==> config.mk <==
export PLATFORM = sky130hd
export DESIGN_NAME = core_gp_timer
export DESIGN_NICKNAME = d
export VERILOG_FILES = /design/src/inc/core_gp_timer_pkg.sv /design/src/inc/timer_tick_if.sv /design/src/rtl/timer_prescaler.sv /design/src/rtl/core_gp_timer.sv
export SDC_FILE = /design/constraint.sdc
export NUM_CORES = 1
export LEC_CHECK = 0
export BUFFER_PORTS_ARGS = -buffer_cell sky130_fd_sc_hd__buf_2
export CAP_MARGIN = 25
export CORE_AREA = 2 2 105 107
export CTS_CLUSTER_SIZE = 40
export DETAILED_ROUTE_END_ITERATION = 8
export DIE_AREA = 0 0 107 109
export GPL_TIMING_DRIVEN = 0
export PLACE_DENSITY = 0.7
export SETUP_SLACK_MARGIN = 0.3
export SYNTH_ARGS = -nofsm -noshare
export SYNTH_HDL_FRONTEND = slang
export SYNTH_SLANG_ARGS = --single-unit
==> constraint.sdc <==
create_clock -name hclk -period 8.6 [get_ports hclk]
set_input_delay 1.72 -clock hclk [delete_from_list [all_inputs] [get_ports hclk]]
set_output_delay 1.72 -clock hclk [all_outputs]
set_load 0.1 [all_outputs]
==> src/inc/core_gp_timer_pkg.sv <==
// Package for the core general-purpose timer: register map, fields, modes.
// Assumes a 32-bit AHB-Lite register bus and one system clock.
`default_nettype none
package core_gp_timer_pkg;
   // Register byte offsets
   localparam logic [7:0] control_offset = 8'h00;
   localparam logic [7:0] count_offset   = 8'h04;
   localparam logic [7:0] flag_offset    = 8'h08;
   // Control field positions
   localparam int input_select_lsb = 0;
   localparam int mode_select_lsb  = 3;
   localparam int run_pos          = 6;
   localparam int direction_pos    = 7;
   localparam int ext_dir_en_pos   = 8;
   localparam int output_en_pos    = 9;
   localparam int toggle_pos       = 10;
   // Writable bits of the control register; bit 5 and 15..11 read zero
   localparam logic [15:0] control_write_mask = 16'h07df;
   localparam logic [15:0] control_reset      = 16'h0000;
   localparam logic [15:0] count_reset        = 16'h0000;
   // Prescale: base divider 16, shifted by the input selection
   localparam int prescale_base_log2 = 4;
   localparam int prescale_max_log2  = 11;

   typedef enum logic [1:0] {
      mode_timer      = 2'b00,
      mode_counter    = 2'b01,
      mode_gated_low  = 2'b10,
      mode_gated_high = 2'b11
   } mode_t;
endpackage : core_gp_timer_pkg
`default_nettype wire

==> src/inc/timer_tick_if.sv <==
// Interface between the timer top and its prescaler.
// Assumes one clock shared by both ends.
`default_nettype none
interface timer_tick_if;
   logic [2:0] input_select;   // Prescale selection
   logic       tick;           // One-cycle prescaled count pulse
   modport top (output input_select, input tick);
   modport prescaler (input input_select, output tick);
endinterface : timer_tick_if
`default_nettype wire

==> src/rtl/timer_prescaler.sv <==
// Free-running divider making one-cycle ticks at clk / (16 * 2^sel).
// Assumes hclk is the oscillator-derived system clock.
`default_nettype none
module timer_prescaler (
   input  wire logic hclk,         // System clock
   input  wire logic hresetn,      // Async reset, active low
   timer_tick_if.prescaler tk      // Selection in, tick out
);
   localparam int max_log2 = core_gp_timer_pkg::prescale_max_log2;

   typedef struct packed {
      logic [max_log2-1:0] div;
      logic                tick;
   } state_t;

   state_t cur;
   state_t next_cur;
   logic [3:0] sel_log2;

   always_comb begin
      next_cur = cur;
      sel_log2 = 4'(core_gp_timer_pkg::prescale_base_log2)
                 + {1'b0, tk.input_select};
      next_cur.div = cur.div + 1'b1;
      // Tick when the low sel_log2 bits all wrap to ones
      next_cur.tick = &(cur.div | ~((11'h1 << sel_log2) - 11'h1));
   end

   always_ff @(posedge hclk or negedge hresetn) begin
      if (!hresetn) begin
         cur <= '0;
      end else begin
         cur <= next_cur;
      end
   end

   assign tk.tick = cur.tick;
endmodule : timer_prescaler
`default_nettype wire

==> src/rtl/core_gp_timer.sv <==
// Core general-purpose 16-bit timer with AHB-Lite register slave.
// Assumes external pins are asynchronous and are synchronised here.
//
// The register addresses and the AHB-Lite slave port were left to the implementer.
`default_nettype none
module core_gp_timer (
   input  wire logic        hclk,              // System clock
   input  wire logic        hresetn,           // Async reset, active low
   input  wire logic        hsel,              // Slave select
   input  wire logic [31:0] haddr,             // Byte address
   input  wire logic [1:0]  htrans,            // Transfer type
   input  wire logic        hwrite,            // Write strobe
   input  wire logic [2:0]  hsize,             // Transfer size
   input  wire logic [31:0] hwdata,            // Write data
   input  wire logic        hready,            // Bus ready in
   output logic      [31:0] hrdata,            // Read data
   output logic             hreadyout,         // Always ready
   output logic             hresp,             // Always OKAY
   input  wire logic        ext_gate_count_pin, // Gate or count input
   input  wire logic        ext_direction_pin, // External direction
   output logic             toggle_output_pin, // Latch state to pin
   output logic             toggle_output_sel, // Pin owned by timer
   output logic             toggle_latch,      // Internal latch route
   output logic             overflow_event,    // Wrap pulse route
   output logic             overflow_request_flag // Wrap request
);
   // ==========================================================
   // State
   typedef struct packed {
      logic [15:0] control;
      logic [15:0] count;
      logic        flag;
      logic [1:0]  gate_sync;
      logic [1:0]  dir_sync;
      logic        gate_prev;
      logic        wr_pend;
      logic [7:0]  wr_addr;
      logic [31:0] rdata;
      logic        tgl_pin;
      logic        tgl_sel;
      logic        tgl_lat;
      logic        ovf_evt;
      logic        flag_out;
   } state_t;

   state_t cur;
   state_t next_cur;

   timer_tick_if tk ();

   timer_prescaler u_prescaler (
      .hclk    (hclk),
      .hresetn (hresetn),
      .tk      (tk)
   );

   // ==========================================================
   // Decode of control fields
   logic [2:0] input_select_field;
   logic [1:0] mode_select_field;
   logic       core_run_bit;
   logic       direction_bit;
   logic       ext_direction_enable;
   logic       toggle_output_enable;
   logic       count_down;
   logic       gate_lvl;
   logic       rise;
   logic       fall;
   logic       step;
   logic       wrap;
   logic       acc;
   logic [15:0] wval;
   logic [15:0] stepped;

   assign input_select_field   =
      cur.control[core_gp_timer_pkg::input_select_lsb +: 3];
   assign mode_select_field    =
      cur.control[core_gp_timer_pkg::mode_select_lsb +: 2];
   assign core_run_bit         = cur.control[core_gp_timer_pkg::run_pos];
   assign direction_bit        =
      cur.control[core_gp_timer_pkg::direction_pos];
   assign ext_direction_enable =
      cur.control[core_gp_timer_pkg::ext_dir_en_pos];
   assign toggle_output_enable =
      cur.control[core_gp_timer_pkg::output_en_pos];
   assign tk.input_select = input_select_field;

   always_comb begin
      gate_lvl = cur.gate_sync[1];
      rise     = gate_lvl & ~cur.gate_prev;
      fall     = ~gate_lvl & cur.gate_prev;
      // Direction is combinational, so it tracks while stopped
      if (ext_direction_enable) begin
         count_down = cur.dir_sync[1] ^ direction_bit;
      end else begin
         count_down = direction_bit;
      end
      step = 1'b0;
      unique case (core_gp_timer_pkg::mode_t'(mode_select_field))
         core_gp_timer_pkg::mode_timer: begin
            step = core_run_bit & tk.tick;
         end
         core_gp_timer_pkg::mode_counter: begin
            // Select code 0 and codes with bit 2 set are reserved: no count
            unique case (input_select_field)
               3'h1:    step = core_run_bit & rise;
               3'h2:    step = core_run_bit & fall;
               3'h3:    step = core_run_bit & (rise | fall);
               default: step = 1'b0;
            endcase
         end
         core_gp_timer_pkg::mode_gated_low: begin
            step = core_run_bit & ~gate_lvl & tk.tick;
         end
         core_gp_timer_pkg::mode_gated_high: begin
            step = core_run_bit & gate_lvl & tk.tick;
         end
      endcase
      wrap = step & (count_down ? (cur.count == 16'h0000)
                                : (cur.count == 16'hffff));
      stepped = count_down ? cur.count - 16'h0001
                           : cur.count + 16'h0001;
   end

   // ==========================================================
   // Next state
   always_comb begin
      next_cur = cur;
      acc  = hsel & htrans[1] & hready;
      wval = hwdata[15:0];

      next_cur.gate_sync = {cur.gate_sync[0], ext_gate_count_pin};
      next_cur.dir_sync  = {cur.dir_sync[0], ext_direction_pin};
      next_cur.gate_prev = cur.gate_sync[1];

      // Counting; gate edges only matter through step, never the flag
      if (step) begin
         next_cur.count = stepped;
      end
      if (wrap) begin
         next_cur.control[core_gp_timer_pkg::toggle_pos] =
            ~cur.control[core_gp_timer_pkg::toggle_pos];
      end

      // Data phase of a registered write
      if (cur.wr_pend) begin
         unique case (cur.wr_addr)
            core_gp_timer_pkg::control_offset: begin
               // Software write to the latch overrides a same-cycle wrap
               next_cur.control = wval &
                  core_gp_timer_pkg::control_write_mask;
            end
            core_gp_timer_pkg::count_offset: begin
               next_cur.count = wval;
            end
            default: begin
            end
         endcase
      end

      // Flag: write one clears, but a wrap in the same cycle wins
      if (cur.wr_pend && cur.wr_addr == core_gp_timer_pkg::flag_offset
          && wval[0]) begin
         next_cur.flag = 1'b0;
      end
      if (wrap) begin
         next_cur.flag = 1'b1;
      end

      // Address phase
      next_cur.wr_pend = acc & hwrite;
      next_cur.wr_addr = haddr[7:0];
      if (acc && !hwrite) begin
         unique case (haddr[7:0])
            core_gp_timer_pkg::control_offset:
               next_cur.rdata = {16'h0000, cur.control};
            core_gp_timer_pkg::count_offset:
               next_cur.rdata = {16'h0000, cur.count};
            core_gp_timer_pkg::flag_offset:
               next_cur.rdata = {31'h0, cur.flag};
            default:
               next_cur.rdata = 32'h0000_0000;
         endcase
      end

      // Registered outputs, one cycle behind the state, except flag_out, which tracks the flag
      next_cur.tgl_pin  = toggle_output_enable &
         cur.control[core_gp_timer_pkg::toggle_pos];
      next_cur.tgl_sel  = toggle_output_enable;
      next_cur.tgl_lat  =
         cur.control[core_gp_timer_pkg::toggle_pos];
      next_cur.ovf_evt  = wrap;
      next_cur.flag_out = next_cur.flag;
   end

   always_ff @(posedge hclk or negedge hresetn) begin
      if (!hresetn) begin
         cur <= '0;
      end else begin
         cur <= next_cur;
      end
   end

   // ==========================================================
   // Outputs
   always_comb begin
      hrdata                = cur.rdata;
      hreadyout             = 1'b1;
      hresp                 = 1'b0;
      toggle_output_pin     = cur.tgl_pin;
      toggle_output_sel     = cur.tgl_sel;
      toggle_latch          = cur.tgl_lat;
      overflow_event        = cur.ovf_evt;
      overflow_request_flag = cur.flag_out;
   end
endmodule : core_gp_timer
`default_nettype wire

==> results.ini <==
[cells_and_area]
num-nets-final = 590
area_growth_syn_to_layout_pct = 16.3
antenna_cells = 0
seqCellArea_um2 = 1830
multiInputGateArea_um2 = 1970
n_fill_cell = 1008
drive_gt1_share_pct = 27.7

[logic_synthesis]
ys_seq_area_share_pct = 44.6
async_flop_share_pct = 100
ys_types = 62
syn_inst = 416
synth_edf_count = 0
yosysMostFrequentCell = dfrtp_1
synthTopCellsByCount = dfrtp_1, nand2_1, buf_4, o21ai_0, nor2_1
ys_warn_count = 0
synth_area_um2 = 4100
yosys.area.top_type_share_pct = 44.6
synth_top_flop_cell = dfrtp_1
synth_area_leader_cell = dfrtp_1
ys_ff_latch = 73
synthTopCellsByArea = dfrtp_1, buf_4, ha_1, nand2_1, o21ai_0
avgSynthCellArea_um2 = 9.84

[route]
drtPass1Iterations = 6
drc_errors = 0
drt_first_iter_violations = 215
via_count = 3193
vias_per_cell = 5.00
ant_nets = 0
wirelength_um = 9010
wl_per_cell_um = 14.1

[run]
drv_cap = 0

[floorplan]
initial_utilization_pct = 38.6
rows = 38
coreArea_um2 = 10600
die_h_um = 109
chipWidth_um = 107
io_pins = 115
dieArea_um2 = 11700

[timing]
worst_pin_slew_ns = 0.974
finalClockSkew_ns = 0.00884
relSlewSlack_pct = 34.7
setup_viol = 0
drv_slew = 0
min_period_ns = 3.40
fin_crit_sh_pct = 39.6
max_freq_mhz = 294
whs_ns = 0.352
rsz0062_at_grt = false
tns_ns = 0
finalHoldViolCount = 0

[clocking]
cts.path.max_buffers = 2
worstSkewPairLatency_ns = 0.34
post_cts_buffers = 0
clk_pin_slew_ns = 0.08
cts.sinks = 73
cts_tree = built
cts_buffers = 9
holdBufCountCts = 0
clockRootBuffer = clkbuf_8
cts.repair.resized = 0
htreeDepth = 3

[global_route]
grt_max_degree = 74
grt_pass1_vias = 3052
grt_pass1_wl_um = 15000
globalRouteTotalUtil_pct = 16.5
grt_remaining_overflow = 0
antenna_found_initial = 0

[place]
gpl.final_weighted_congestion = 0.819
io_buffers = 52
post-dp-hpwl_um = 7090

[critical_path]
cp.arrival_ns = 3.62
path_max_fanout = 19
rr_worst_depth = 11
worstSetupEndpointType = flop
required_ns = 8.82
startpoint_type = flop
critPathKind = flop to flop

[outcome]
status = finished, final reports clean

[worst_hold_path]
hold_depth = 0
hp-class = flop to flop

[power_and_ir_drop]
p_leak_nw = 2.32
max-vdd-ir-drop_mv = 0.0655
p_per_area_nw_per_um2 = 141

[flip-flops by register name (all words and copies together) (netlist names)]
name                   count
core_run_bit               1
cur                       39
hrdata                    16
overflow_event             1
overflow_request_flag      1
toggle_latch               1
toggle_output_pin          1
toggle_output_sel          1
u_prescaler.cur           11
u_prescaler.tk.tick        1
[through the flow]
step                      total power [W]  cell area [µm²]  worst slack [ns]  std cells  utilization [%]
after CTS                        0.000678             4760              5.23        639             44.9
final                            0.000671             4760              5.20        639             44.9
after floorplan                  0.000426             4160              5.64        432                -
after global placement           0.000448             4590              5.20        624             43.3
after global routing             0.000702             4760              4.94        639             44.9
after detailed placement         0.000450             4590              5.19        624             43.3
[final cells by class]
cell class	instances	area share, %
Buffer	45	6.57
Multi-Input combinational cell	303	41.5
Sequential cell	73	38.4
Inverter	11	0.867
Timing Repair Buffer	52	5.52
Clock inverter	6	0.946
Clock buffer	9	2.60
Tap cell	140	3.68
[metal layers]
layer  GRT usage [%]  part of all wire (%)
met1            21.5                    44
met2            28.2                    50
met3            3.11                   5.0
met4            4.73                   1.7
met5               0                     0
[cell usage in the layout, fill, tap and decap left out, types with 2 or more instances in the layout]
master | netlist | final
dfrtp_1 | 73 | 73
nand2_1 | 60 | 60
buf_2 | 7 | 58
buf_4 | 34 | 35
o21ai_0 | 23 | 23
nor2_1 | 19 | 19
a21oi_1 | 18 | 18
ha_1 | 18 | 18
conb_1 | 2 | 18
nand3_1 | 14 | 14
xnor2_1 | 13 | 13
inv_1 | 10 | 10
a22oi_1 | 10 | 10
clkbuf_8 | 0 | 9
a31oi_1 | 8 | 8
mux2_2 | 8 | 8
xor2_1 | 7 | 7
a21o_1 | 7 | 7
and3_1 | 6 | 6
nand4_1 | 6 | 6
nor4_1 | 6 | 6
nor3_2 | 5 | 5
nor3_1 | 5 | 5
o21a_1 | 5 | 5
o21ai_1 | 4 | 4
o211ai_1 | 3 | 3
mux2i_1 | 3 | 3
clkbuf_1 | 3 | 3
clkinvlp_4 | 0 | 3
nor2b_1 | 2 | 2
a21oi_2 | 2 | 2
or3_1 | 2 | 2
o21bai_1 | 2 | 2
[power breakdown]
group,total [W],switching (W),internal [W]
Clock,0.000228,0.000125,0.000104
Combinational,0.0000864,0.0000633,0.0000230
Sequential,0.000356,0.00000692,0.000349
Total,0.000671,0.000195,0.000476
[critical path, cell delays in order (launching register included)]
cell	delay [ns]
dfrtp_1	0.38
nand2_1	0.09
xnor2_2	0.75
inv_2	0.21
fa_1	0.47
nor2b_1	0.15
o21ai_1	0.12
a21oi_2	0.24
o31ai_2	0.13
o41ai_2	0.40
mux2i_1	0.24
nand3_1	0.09
[path summary, 6_finish.rpt]
kind / startpoint / endpoint / slack [ns]
max reg2reg: cur[48] / cur[66] / 5.20
max in group asynchronous: hresetn / cur[75] / 6.53
min: cur[47] / cur[48] / 0.35
min reg2reg: cur[47] / cur[48] / 0.35
max: cur[48] / cur[66] / 5.20
min in group asynchronous: hresetn / u_prescaler.cur[1] / 1.49
[kinds of logic (layout without fill, tap and decap cells)]
kind of cell    count (synthesis)  count (layout)  share of synthesized area, %
flops                          73              73                          44.6
simple gates                  137             137                          17.0
buf+inv                        56             123                          8.65
mux                            11              11                          2.93
other cells                     2              18                         0.183
compound gates                 97              97                          15.9
fa+ha+maj                      19              19                          5.99
xor+xnor                       21              21                          4.67
No activity file was read; power rests on OpenSTA's default activity.
